`src/flpm_pkg.sv`:
```
// package: offsets, field positions, reset values and timing for the fifo level / power registers
package flpm_pkg;
  localparam logic [7:0] OFS_BYTE_ORDER_TEST = 8'h64;
  localparam logic [7:0] OFS_RX_FIFO_LEVELS = 8'h7c;
  localparam logic [7:0] OFS_TX_FIFO_LEVELS = 8'h80;
  localparam logic [7:0] OFS_POWER_MGMT = 8'h84;
  localparam int POS_STATE = 12;
  localparam int POS_PHY_RESET_REQUEST = 10;
  localparam int POS_WAKE_ON_LAN_ENABLE = 9;
  localparam int POS_ENERGY_DETECT_ENABLE = 8;
  localparam int POS_DRV_TYPE = 6;
  localparam int POS_WAKE_CAUSE = 4;
  localparam int POS_PULSE_MODE = 3;
  localparam int POS_POLARITY = 2;
  localparam int POS_OUT_EN = 1;
  localparam int POS_READY = 0;
  localparam logic [15:0] TX_FREE_RESET = 16'h1200;
  localparam logic [1:0] PS_NORMAL = 2'h0;
  localparam logic [1:0] PS_WAKE_FRAME = 2'h1;
  localparam logic [1:0] PS_ENERGY = 2'h2;
  localparam logic [1:0] PS_RESERVED = 2'h3;
  localparam int CLK_MHZ = 200;
  localparam int PHY_RESET_REQUEST_US = 100;
  localparam int PHY_RESET_REQUEST_CYCLES = PHY_RESET_REQUEST_US * CLK_MHZ;
  localparam int WAKE_PULSE_MS = 50;
  localparam int WAKE_PULSE_CYCLES = WAKE_PULSE_MS * 1000 * CLK_MHZ;
  localparam int READY_DELAY_CYCLES = 16;

  typedef struct packed {
    logic [7:0] addr;
    logic [31:0] wdata;
    logic wr;
    logic rd;
  } flpm_bus_req_t;

  typedef struct packed {
    logic [7:0] rx_status_words_used;
    logic [15:0] rx_data_bytes_used;
    logic [7:0] tx_status_words_used;
    logic [15:0] tx_data_bytes_free;
  } flpm_levels_t;

  typedef enum logic [1:0] {
    PWR_NORMAL = 2'b00,
    PWR_SLEEP = 2'b01,
    PWR_WAKING = 2'b11
  } flpm_pwr_t;
endpackage

```
`src/flpm_regs.sv`:
```
// fifo level reporting and power-management control register bank
// ---------------------------------------------------------------
// ---------------------------------------------------------------
//
// Strobed register access was chosen for this implementation.
`timescale 1ns/10ps
module flpm_regs #(
  parameter int PHY_RESET_REQUEST_LEN = flpm_pkg::PHY_RESET_REQUEST_CYCLES,
  parameter int WAKE_PULSE_LEN = flpm_pkg::WAKE_PULSE_CYCLES
) (
  input wire logic i_mclk,
  input wire logic i_rstn,
  input wire flpm_pkg::flpm_bus_req_t i_bus,
  output logic [31:0] o_rdata,
  input wire flpm_pkg::flpm_levels_t i_levels,
  input wire logic i_wol_event,
  input wire logic i_energy_event,
  input wire logic i_events_pending,
  output logic o_phy_reset,
  output logic [1:0] o_power_state,
  output logic o_wake_internal_interrupt,
  output logic o_wake_event_output,
  output logic o_wake_event_output_en
);
  import flpm_pkg::*;

  // ---------------------------------------------------------------
  // state
  // ---------------------------------------------------------------
  typedef struct packed {
    logic [31:0] rdata;
    flpm_pwr_t pwr;
    logic [1:0] state_sel;
    logic phy_reset_request;
    logic [31:0] phy_cnt;
    logic wake_on_lan_enable;
    logic energy_detect_enable;
    logic drv_type;
    logic [1:0] cause;
    logic pulse_mode;
    logic polarity;
    logic out_en;
    logic ready;
    logic [4:0] rdy_cnt;
    logic read_seen;
    logic [31:0] pulse_cnt;
    logic wake_active;
    logic pin_out;
    logic pin_oe;
    logic irq;
  } flpm_state_t;

  flpm_state_t st;
  flpm_state_t next_st;

  logic wr_pm;
  logic wr_bot;
  logic wr_ok;
  logic wol_hit;
  logic ed_hit;
  logic [31:0] pm_word;
  logic asserted;

  always_comb begin
    pm_word = '0;
    pm_word[POS_STATE +: 2] = st.state_sel;
    pm_word[POS_PHY_RESET_REQUEST] = st.phy_reset_request;
    pm_word[POS_WAKE_ON_LAN_ENABLE] = st.wake_on_lan_enable;
    pm_word[POS_ENERGY_DETECT_ENABLE] = st.energy_detect_enable;
    pm_word[POS_DRV_TYPE] = st.drv_type;
    pm_word[POS_WAKE_CAUSE +: 2] = st.cause;
    pm_word[POS_PULSE_MODE] = st.pulse_mode;
    pm_word[POS_POLARITY] = st.polarity;
    pm_word[POS_OUT_EN] = st.out_en;
    pm_word[POS_READY] = st.ready;
  end

  // events count only while their enable is set
  assign wol_hit = i_wol_event && st.wake_on_lan_enable;
  assign ed_hit = i_energy_event && st.energy_detect_enable;
  // power register writes do nothing until software has read once since reset or wake
  assign wr_ok = i_bus.wr && st.read_seen;
  assign wr_pm = wr_ok && (i_bus.addr == OFS_POWER_MGMT) && st.ready;
  // the wake write needs neither a first read nor ready, so a sleeping part wakes on it as on an enabled event
  assign wr_bot = i_bus.wr && (i_bus.addr == OFS_BYTE_ORDER_TEST);

  always_comb begin
    next_st = st;
    // -------------------------------------------------------------
    // read path, data stand one cycle after the strobe
    // -------------------------------------------------------------
    next_st.rdata = '0;
    if (i_bus.rd) begin
      next_st.read_seen = 1'b1;
      case (i_bus.addr)
        // fifo levels hide behind ready, a half-awake part would show stale counts
        OFS_RX_FIFO_LEVELS: begin
          if (st.ready) begin
            next_st.rdata = {8'h00, i_levels.rx_status_words_used, i_levels.rx_data_bytes_used};
          end
        end
        OFS_TX_FIFO_LEVELS: begin
          if (st.ready) begin
            next_st.rdata = {8'h00, i_levels.tx_status_words_used, i_levels.tx_data_bytes_free};
          end
        end
        OFS_POWER_MGMT: next_st.rdata = pm_word;
        default: next_st.rdata = '0;
      endcase
    end
    // -------------------------------------------------------------
    // power state machine
    // -------------------------------------------------------------
    case (st.pwr)
      PWR_NORMAL: begin
        if (wr_pm && i_bus.wdata[POS_STATE +: 2] != PS_NORMAL
            && i_bus.wdata[POS_STATE +: 2] != PS_RESERVED) begin
          next_st.state_sel = i_bus.wdata[POS_STATE +: 2];
          next_st.pwr = PWR_SLEEP;
          next_st.ready = 1'b0;
        end
      end
      PWR_SLEEP: begin
        if (wr_bot || wol_hit || ed_hit) begin
          next_st.pwr = PWR_WAKING;
          // the settle count gives the core time to come alive before ready shows
          next_st.rdy_cnt = 5'(READY_DELAY_CYCLES);
        end
      end
      PWR_WAKING: begin
        if (st.rdy_cnt == 5'h0_0) begin
          next_st.pwr = PWR_NORMAL;
          next_st.state_sel = PS_NORMAL;
          next_st.ready = 1'b1;
          next_st.read_seen = 1'b0;
        end else begin
          next_st.rdy_cnt = st.rdy_cnt - 5'h0_1;
        end
      end
      default: next_st.pwr = PWR_NORMAL;
    endcase
    // -------------------------------------------------------------
    // control fields
    // -------------------------------------------------------------
    if (wr_pm) begin
      next_st.wake_on_lan_enable = i_bus.wdata[POS_WAKE_ON_LAN_ENABLE];
      next_st.energy_detect_enable = i_bus.wdata[POS_ENERGY_DETECT_ENABLE];
      next_st.drv_type = i_bus.wdata[POS_DRV_TYPE];
      next_st.pulse_mode = i_bus.wdata[POS_PULSE_MODE];
      next_st.polarity = i_bus.wdata[POS_POLARITY];
      next_st.out_en = i_bus.wdata[POS_OUT_EN];
    end
    // phy reset: self-timed, a write cannot start, stop or restart it while it runs
    if (st.phy_reset_request) begin
      if (st.phy_cnt == 32'h0000_0000) begin
        next_st.phy_reset_request = 1'b0;
      end else begin
        next_st.phy_cnt = st.phy_cnt - 32'h0000_0001;
      end
    end else if (wr_pm && i_bus.wdata[POS_PHY_RESET_REQUEST]) begin
      next_st.phy_reset_request = 1'b1;
      // loaded one short: the cycle at count zero is the last cycle held, release comes on the edge after it
      next_st.phy_cnt = 32'(PHY_RESET_REQUEST_LEN - 1);
    end
    // wake cause: clear by write-one only when normal and quiet, a new event wins
    if (wr_pm && st.pwr == PWR_NORMAL && !i_events_pending) begin
      next_st.cause = st.cause & ~i_bus.wdata[POS_WAKE_CAUSE +: 2];
    end
    if (ed_hit) begin
      next_st.cause[0] = 1'b1;
    end
    if (wol_hit) begin
      next_st.cause[1] = 1'b1;
    end
    // -------------------------------------------------------------
    // wake output and internal interrupt
    // -------------------------------------------------------------
    // the interrupt ignores the pin enable, so software still sees a wake with the pin off
    next_st.irq = (next_st.cause[0] && next_st.energy_detect_enable) || (next_st.cause[1] && next_st.wake_on_lan_enable);
    if (st.pulse_mode) begin
      if (wol_hit || ed_hit) begin
        next_st.pulse_cnt = 32'(WAKE_PULSE_LEN - 1);
        next_st.wake_active = 1'b1;
      end else if (st.pulse_cnt != 32'h0000_0000) begin
        next_st.pulse_cnt = st.pulse_cnt - 32'h0000_0001;
      end else begin
        next_st.wake_active = 1'b0;
      end
    end else begin
      next_st.pulse_cnt = '0;
      next_st.wake_active = next_st.irq;
    end
    // pin value and enable come from next values so they move together with the flag
    asserted = next_st.wake_active && next_st.out_en;
    if (!next_st.drv_type) begin
      // open-drain: pull low when asserted, release otherwise
      next_st.pin_out = 1'b0;
      next_st.pin_oe = asserted;
    end else begin
      next_st.pin_out = next_st.polarity ? asserted : !asserted;
      next_st.pin_oe = 1'b1;
    end
  end

  always_ff @(posedge i_mclk or negedge i_rstn) begin
    if (!i_rstn) begin
      st <= '0;
      // the bank needs no settling of its own after reset, so it comes up ready
      st.ready <= 1'b1;
      st.pin_out <= 1'b0;
    end else begin
      st <= next_st;
    end
  end

  assign o_rdata = st.rdata;
  assign o_phy_reset = st.phy_reset_request;
  assign o_power_state = st.state_sel;
  assign o_wake_internal_interrupt = st.irq;
  assign o_wake_event_output = st.pin_out;
  assign o_wake_event_output_en = st.pin_oe;
endmodule

```
`config.mk`:
```
export PLATFORM = sky130hd
export DESIGN_NAME = flpm_regs
export DESIGN_NICKNAME = d
export VERILOG_FILES = /design/src/flpm_pkg.sv /design/src/flpm_regs.sv
export SDC_FILE = /design/constraint.sdc
export NUM_CORES = 1
export LEC_CHECK = 0
export ABC_CLOCK_PERIOD_IN_PS = 7300
export BUFFER_PORTS_ARGS = -buffer_cell sky130_fd_sc_hd__buf_2
export CAP_MARGIN = 20
export CORE_MARGIN = 4
export CORE_UTILIZATION = 50
export DETAILED_ROUTE_END_ITERATION = 6
export PLACE_DENSITY = 0.86
export RECOVER_POWER = 100
export SYNTH_ARGS = -nofsm -noshare
export SYNTH_HDL_FRONTEND = slang
export SYNTH_SLANG_ARGS = --single-unit
```
`constraint.sdc`:
```
create_clock -name i_mclk -period 7.3 [get_ports i_mclk]
set_input_delay 0.365 -clock i_mclk [delete_from_list [all_inputs] [get_ports i_mclk]]
set_output_delay 0.365 -clock i_mclk [all_outputs]
set_load 0.02 [all_outputs]
```
==> results, run 1 <==
- Data arrives at the worst endpoint at 4850 ps.
- The run finished, with violations left.
- The launch point of the worst hold path is i_levels[39].
- The count of input and output buffers is 103.
- The average wire per standard cell is 16.6 µm.
- The final layout contains routed wiring with a total length of 13400 µm.
- The worst pin sits at a relative slew slack of -88.7%.
- The worst reg2reg path startpoint is st[28]$_DFFE_PN0P_.
- The synthesized design contains 0 enable-type register cells.
- For the final database, setup skew stands at 6.95 ps.
- The netlist area before placement is 5820 µm².
- The via count of the first global-routing pass is 4659.
- Across the whole layout, storage elements account for 2800 µm².
- The count of pins over their slew limit is 96.
- For this configuration, the core starts out at a cell density of 51.0%.
- Summed over all instances, the cell type with the most area after synthesis is dfrtp_1.
- The number of buffers inserted during clock tree synthesis is 9.
- The post-route cell area is 6450 µm².
- Yosys mapped the design onto 68 distinct sky130hd cell types.
- The total number of H-tree levels is 3.
- The portion of the clock cycle consumed by the worst path in the final layout is 63.5%.
- The die covers 13400 µm².
- The number of antenna violations at the first check in global routing is 0.
- After filler insertion, the fill cell instance count of the layout stands at 949.
- The total core area is 11400 µm².
- The number of warnings printed during yosys synthesis is 0.
- For this run, asynchronously set or reset flops after synthesis account for 100%.
- The total setup buffers inserted after CTS is 0.
- The clock insertion delay at the later pin of the skew report is 350 ps.
- The setup TNS is 0 ps.
- The antenna diode count is 0.
- The growth of design area from synthesis to finish is 10.7%.
- The start point of the critical path is st[28]$_DFFE_PN0P_.
- The cell area after placement is 6240 µm².
- The count of endpoints failing hold in the final timing report came to 0.
- The critical path in this run is classified as register to register.
- Hold repair after CTS inserted 0 buffers.
- The proportion of layout cells with a drive suffix above 1 is 17.7%.
- The root buffer cell chosen for the clock tree is clkbuf_16.
- The overall die height is 116 µm.
- The first global-routing pass estimated 21700 µm of wire.
- Cells fill 56.5% of the core in the end.
- The final reports fail on max-capacitance violations, max-slew violations.
- The antenna violation net count after detailed routing is 0.
- The kind of path behind the tightest hold check is input port to register.
- Ranked by total cell area, the synthesized netlist is headed by dfrtp_1, buf_4, nor2_1, a22oi_1, nand2_1.
- The synthesized flop and latch total is 112.
- Gates resized during post-CTS repair numbered 0.
- The number of nets in the layout is 757.
- The slew of the pin with the lowest slew margin is 2810 ps.
- The startpoint kind of the worst setup timing path is a register.
- The total overflow left after global routing is 0.
- The total routing usage reported by global routing is 20.2%.
- The prevailing post-synth register cell is dfrtp_1.
- The library cells used most frequently in the layout, excluding fill and tap cells, are dfrtp_1, buf_2, nor2_1, nand2_1, clkbuf_1.
- 133 I/O pins were placed.
- Using the TritonRoute via totals, the vias-per-cell ratio works out to 5.86.
- The die outline width is 116 µm.
- The static leakage is 0.00284 µW.
- The worst setup path is captured at a register.
- In the routed design, unresolved DRC markers number 0.
- STA puts the critical path data required time at 7510 ps.
- The maximum number of pins on one net before global-route repair is 65.
- In this run the deepest clock path goes through 2 buffers.
- The number of max-cap violations is 3.
- Power spread over the standard cell area amounts to 197 nW/µm².
- The total via count after detailed routing is 4715.
- Of the post-synthesis cell area, the dominant cell type holds 47.7%.
- After synthesis, flip-flops and latches occupy 48.1% of the total area.
- The first detailed-routing pass took 5 iterations.
- The post-layout minimum cycle time is 4640 ps.
- The average footprint of a synthesized cell is 9.97 µm².
- The cell row count is 39.
- Setup repair after global routing left no endpoint under its margin.
- The detailed-placement wirelength estimate is 9410 µm.
- After the first detailed-routing iteration, the DRC count stood at 374.
- Of all nets on the critical path, the largest fanout is 27.
- The clock net in this run drives a total of 112 sinks.
- The placer congestion estimate is 0.833.
- TritonCTS built the clock tree.
- The highest clock frequency the design can meet is 0.216 GHz.
- The clock-pin slew reported for the worst setup and hold paths after clock tree synthesis is 70 ps.
- Setup violations remaining at the end of the flow were counted as 0.
- The maximum vdd ir drop is 175 µV.
- The area of the multi-input gates is 2580 µm².
- Leaving out fill and tap cells, the most frequent cell in the layout is dfrtp_1.
- The cell count after synthesis came out at 584.
cell usage after synthesis (12+ instances only):
cell type	n
clkbuf_1	14
nor2_1	62
o21ai_0	25
or3_1	12
nand3_1	14
dfrtp_1	111
buf_4	35
a21oi_1	27
xnor2_1	21
nor3_1	21
inv_1	15
nand2_1	49
a22oi_1	25
power breakdown:
group          switching, µW  internal (µW)  total [µW]
Clock                    234            273         508
Combinational           60.0           43.1         103
Sequential              18.0            642         660
critical path, stage by stage (launching register included):
cell and delay (ps):
dfrtp_1 410, or4_1 590, or4_1 490, nor3_1 2120
a2111oi_0 530, xnor2_1 290, nor2_1 60
metal layers:
metal	global-route usage (%)	part of all wire [%]
met1	23.4	40
met3	4.23	4.9
met5	0	0
met4	6.50	1.9
met2	37.1	53
final cells by class:
type	instances	area share [%]
well taps	143	2.77
clock inverters	7	1.40
repair buffers	108	7.93
flip-flops and latches	112	43.5
clock buffers	9	3.49
inverters	15	0.873
multi-input cells	411	40.1
stage by stage:
step / power, µW / instances / hold WS (ps) / setup slack (ps)
2_1_floorplan: 730 / 591 / 69.4 / 4960
3_3_place_gp: 768 / 788 / 408 / 4410
3_5_place_dp: 778 / 788 / 425 / 4320
4_1_cts: 1280 / 804 / 44.1 / 4310
5_1_grt: 1330 / 805 / 267 / 2320
6_report: 1270 / 805 / 261 / 2660
kinds of logic (layout without fill, tap and decap cells):
family                     count (synthesis)  count (layout)  share of synthesized area [%]
adders and majority gates                  5               5                           1.07
muxes                                     13              13                           2.34
xor gates and xnor gates                  30              30                           4.51
AOI/OAI and AO/OA                        120             120                           13.9
and+or+nand+nor                          235             235                           22.9
buffers and inverters                     68             139                           7.05
other                                      1               8                         0.0644
DFF                                      112             112                           48.1
final timing paths:
kind                                           to  slack, ps  depth (start not counted)
hold / removal              o_rdata[15]$_DFF_PN0_        260                          3
setup / recovery               st[29]$_DFFE_PN0P_       2660                          6
min in group asynchronous      st[57]$_DFFE_PN0P_        800                          1
setup reg to reg               st[29]$_DFFE_PN0P_       2660                          6
hold reg to reg                st[79]$_DFFE_PN0P_        490                          1
max in group asynchronous  pm_word[3]$_DFFE_PN0N_       4610                          2
flip-flops by register name (all words and copies together) (netlist names):
signal / count
o_power_state: 2
pm_word: 9
o_wake_event_output: 1
o_phy_reset: 1
o_wake_internal_interrupt: 1
st: 73
o_wake_event_output_en: 1
o_rdata: 24
Power figures use the tool's default switching activity.
==> inputs of run 2 (changes only) <==
Settings changed: ABC_AREA set to 1, ABC_CLOCK_PERIOD_IN_PS 7300 to 3800, PLACE_DENSITY 0.86 to 0.88.
Clock period 7.3 ns to 3.8 ns, I/O delays scaled along.
==> run 2 against run 1 <==
  * Setup slack lost 1800 ps
  * Critical path type unchanged
  * Register-to-register slack lost 1800 ps
  * Design area grew 8.6%
  * Largest power group unchanged
  * Synthesized cell count grew 40%
  * The run still ends with max-capacitance violations, max-slew violations left
==> results, run 2 <==
- The part of the power in combinational logic is 14.8% (+6.7 points).
- The total clock sinks is 112 (unchanged).
- The relative max-transition margin is -34.2% (+54 points).
- The peak fanout along the critical path is 14 (-48%).
- The critical path is of the register to register type.
- The critical path data arrival time is 3140 ps (-1710 ps).
- The static leakage was 0.00335 µW (+18%).
- The antenna violation net count after detailed routing was 0 (unchanged).
- The tightest hold margin is 44.5 ps (-216 ps).
- The cell with the biggest individual delay on the critical path is nor2_1.
- The number of warnings printed during yosys synthesis came to 0 (unchanged).
- The fraction of post-synthesis cell area in the top cell type by area is 44.0% (-3.7 points).
- The count of endpoints failing setup in the final report came to 0 (unchanged).
- dfrtp_1 takes more of the synthesized area than any other cell.
- The fraction of the yosys area taken by sequential cells is 44.4% (-3.7 points).
- Setup repair after global routing left no endpoint under its margin.
- The slew of the pin with the lowest slew margin was 2010 ps (-795 ps).
- The die outline width was 120 µm (+3.8%).
- The top cell types in the final layout, fill and taps aside, are nand2_1, nor2_1, dfrtp_1, inv_1, buf_2.
- Clock tree synthesis selected as its root buffer the cell clkbuf_16.
- The count of pins over their slew limit came to 38 (-60%).
- The total number of H-tree levels was 3 (unchanged).
- The library cell used most frequently in the layout, excluding fill and tap cells, is nand2_1.
- The sum of routed wire length over all layers is 14800 µm (+11%).
- The synthesized flop and latch total is 112 (unchanged).
- The count of endpoints failing hold in the final timing report is 0 (unchanged).
- The average footprint of a synthesized cell is 7.72 µm² (-23%).
- The netlist area before placement was 6310 µm² (+8.4%).
- The overall die height is 120 µm (+3.8%).
- The total routing usage reported by global routing is 20.8% (+0.62 points).
- The number of antenna violations at the first check in global routing is 0 (unchanged).
- The number of buffers inserted during clock tree synthesis is 9 (unchanged).
- The checks that failed: max-capacitance violations, max-slew violations.
- The residual DRC count was 0 (unchanged).
- The setup TNS is 0 ps (unchanged).
- In the post-synthesis netlist, the biggest area contributors are dfrtp_1, nand2_1, nor2_1, inv_1, buf_4.
- The clock insertion delay at the later pin of the skew report is 370 ps (+20 ps).
- The internal power consumption is 1900 µW (+98%).
- The routed via count divided by cell count is 5.23 (-11%).
- The cell count after synthesis was 818 (+40%).
- The first-pass iteration count of the detailed router is 7 (+2).
- STA classifies the critical path endpoint as a register.
- The starting density of the core is 51.9% (+0.90 points).
- The startpoint kind of the worst setup timing path is a register.
- The switching part of the total power is 31.1% (+6.5 points).
- The average wire per standard cell was 13.8 µm (-17%).
- The post-layout minimum cycle time is 2890 ps (-1750 ps).
- The proportion of synthesized flip-flops having asynchronous set or reset is 100% (unchanged).
- The power density normalized to cell area was 394 nW/µm² (+100%).
- The number of max-cap violations came to 1 (-2).
- The via count of the first global-routing pass was 5313 (+14%).
- The cell row count is 40 (+2.6%).
- The highest clock frequency the design can meet came to 0.346 GHz (+60%).
- The flip-flop count of the largest register after layout is 73 (unchanged).
- The maximum single-stage delay on the critical path came to 700 ps (-1420 ps).
- The maximum clock skew at final layout was 14.3 ps (+7.32 ps).
- Sorting the synthesized cells by how often they occur yields nand2_1, nor2_1, dfrtp_1.
- TritonCTS built the clock tree.
- Counting flops per register, the top entry is st.
- Relative to the synthesized area, the layout overhead comes to 10.9%.
- The most common cell in the netlist is nand2_1.
- The required arrival time at the worst endpoint is 4050 ps (-3460 ps).
- The proportion of layout cells with a drive suffix above 1 was 12.1% (-5.6 points).
- The die outline area is 14500 µm² (+7.8%).
- The cell type group with the largest total delay on the critical path is simple AND/OR/NAND/NOR gates.
- The count of input and output buffers came to 103 (unchanged).
- The number of nets in the layout is 998 (+32%).
- The maximum number of pins on one net before global-route repair is 41 (-37%).
- Walking the worst path, the cells encountered are nand2_1 -> nand2_1 -> nor2_1 -> nand2_1 -> nor2_1 -> nor2_1 -> clkinv_1 -> a21oi_1.
- The detailed router's first-iteration violation count is 527 (+41%).
- The sequential share of power is 49.2% (-2.7 points).
- The number of top-level pins is 133 (unchanged).
- The clock power share is 35.9% (-4.1 points).
- The total setup buffers inserted after CTS is 0 (unchanged).
- The placer congestion estimate is 0.979 (+18%).
- The clock tree buffer depth came to 2 (unchanged).
- The run finished, with violations left.
- The clock-pin slew reported for the worst setup and hold paths after clock tree synthesis came to 80 ps (about the same).
- The maximum vdd ir drop is 322 µV (+84%).
- The number of distinct library cells after synthesis came to 46 (-32%).
- The total core area is 12200 µm² (+6.5%).
- The remaining global-route overflow is 0 (unchanged).
- Among all flip-flop cells after synthesis, the most frequent one is dfrtp_1.
- The total via count after detailed routing is 5604 (+19%).
- The detailed-placement wirelength estimate was 11100 µm (+17%).
- The count of flip-flops with a built-in enable after synthesis came to 0 (unchanged).
- The portion of the clock cycle consumed by the worst path in the final layout is 76.1% (+13 points).
- The kind of path behind the tightest hold check is input port to register.
- The first-pass GRT wire length is 24400 µm (+13%).
- The count of buffering cells on the critical path with inverters included was 1 (+1).
- The antenna diode count is 0 (unchanged).
- The net switching power of the design is 856 µW (+170%).
-- run 2: cell types whose count changed in the layout (fill, tap and decap cells not counted), sizes merged, moves of 17 or more --
cell   previous run  this run
nand4             6        23
inv              17       113
nand2            49       149
nor2             62       140
nand3            15        43
o21ai            28        55
-- run 2: worst reg2reg max path, delay by kind of cell, from the launching register on --
family / cells / cell delay, ps
AOI/OAI and AO/OA: 1 / 70
buffers and inverters: 1 / 250
DFF: 1 / 410
and+or+nand+nor: 6 / 2040
-- run 2: repair_timing --
| action | in CTS | in global routing |
|---|---|---|
| hold buffers | 1 | 0 |
| endpoints found under the hold margin | 35 | 0 |
| resized for setup | 0 | 0 |
-- run 2: power by group through the flow --
stage / logic (µW) / clock network [µW] / registers [µW]
4_1_cts: 418 / 1000 / 1360
6_report: 409 / 990 / 1360
5_1_grt: 471 / 1060 / 1370
3_5_place_dp: 415 / 0 / 1380
2_1_floorplan: 291 / 0 / 1360
3_3_place_gp: 393 / 0 / 1370
-- run 2: worst paths after layout --
path                                      startpoint                      to  slack (ps)  cells past startpoint
worst min register to register    st[11]$_DFFE_PN0P_      st[11]$_DFFE_PN0P_         500                      1
max in group asynchronous                     i_rstn      st[17]$_DFFE_PN0P_        1080                      3
min in group asynchronous                     i_rstn      st[58]$_DFFE_PN0P_         930                      2
worst min-delay path                        i_bus[5]  pm_word[3]$_DFFE_PN0N_          40                      3
worst max register to register  pm_word[9]$_DFF_PN0_       st[8]$_DFFE_PN0P_         910                      8
worst max-delay path            pm_word[9]$_DFF_PN0_       st[8]$_DFFE_PN0P_         910                      8
-- run 2: cell type report --
type	count	area [µm²]
flip-flops and latches	112	2800
fillers	1083	5160
clock inverters	7	91.3
clock buffers	9	225
inverters	114	428
repair buffers	108	509
multi-input cells	553	2730
well taps	168	210
-- run 2: kinds of logic after synthesis --
| family | count (synthesis) | share of synthesized area (%) |
|---|---|---|
| and+or+nand+nor | 393 | 28.2 |
| buffers and inverters | 160 | 11.8 |
| AOI/OAI and AO/OA | 125 | 11.4 |
| DFF | 112 | 44.4 |
| xor gates and xnor gates | 19 | 2.64 |
| adders and majority gates | 5 | 0.991 |
| muxes | 3 | 0.476 |
| other | 1 | 0.0594 |
-- run 2: through the flow --
step	setup slack (ps)	std cells	area (µm²)	power (µW)	utilization, %
2_1_floorplan	2010	825	6340	1660	-
3_3_place_gp	1360	1054	6780	1770	55.8
4_1_cts	1310	1071	7110	2780	58.4
6_report	908	1071	7000	2760	57.6
3_5_place_dp	1320	1054	6780	1790	55.8
5_1_grt	531	1071	7000	2890	57.6
-- run 2: per-layer routing --
metal | global-route usage [%] | vias up | wire [µm]
met2 | 34.2 | 195 | 7200
met5 | 0 | - | 0
met4 | 6.87 | 0 | 279
met3 | 6.50 | 27 | 1090
met1 | 26.1 | 2615 | 6240
li1 | - | 2767 | -
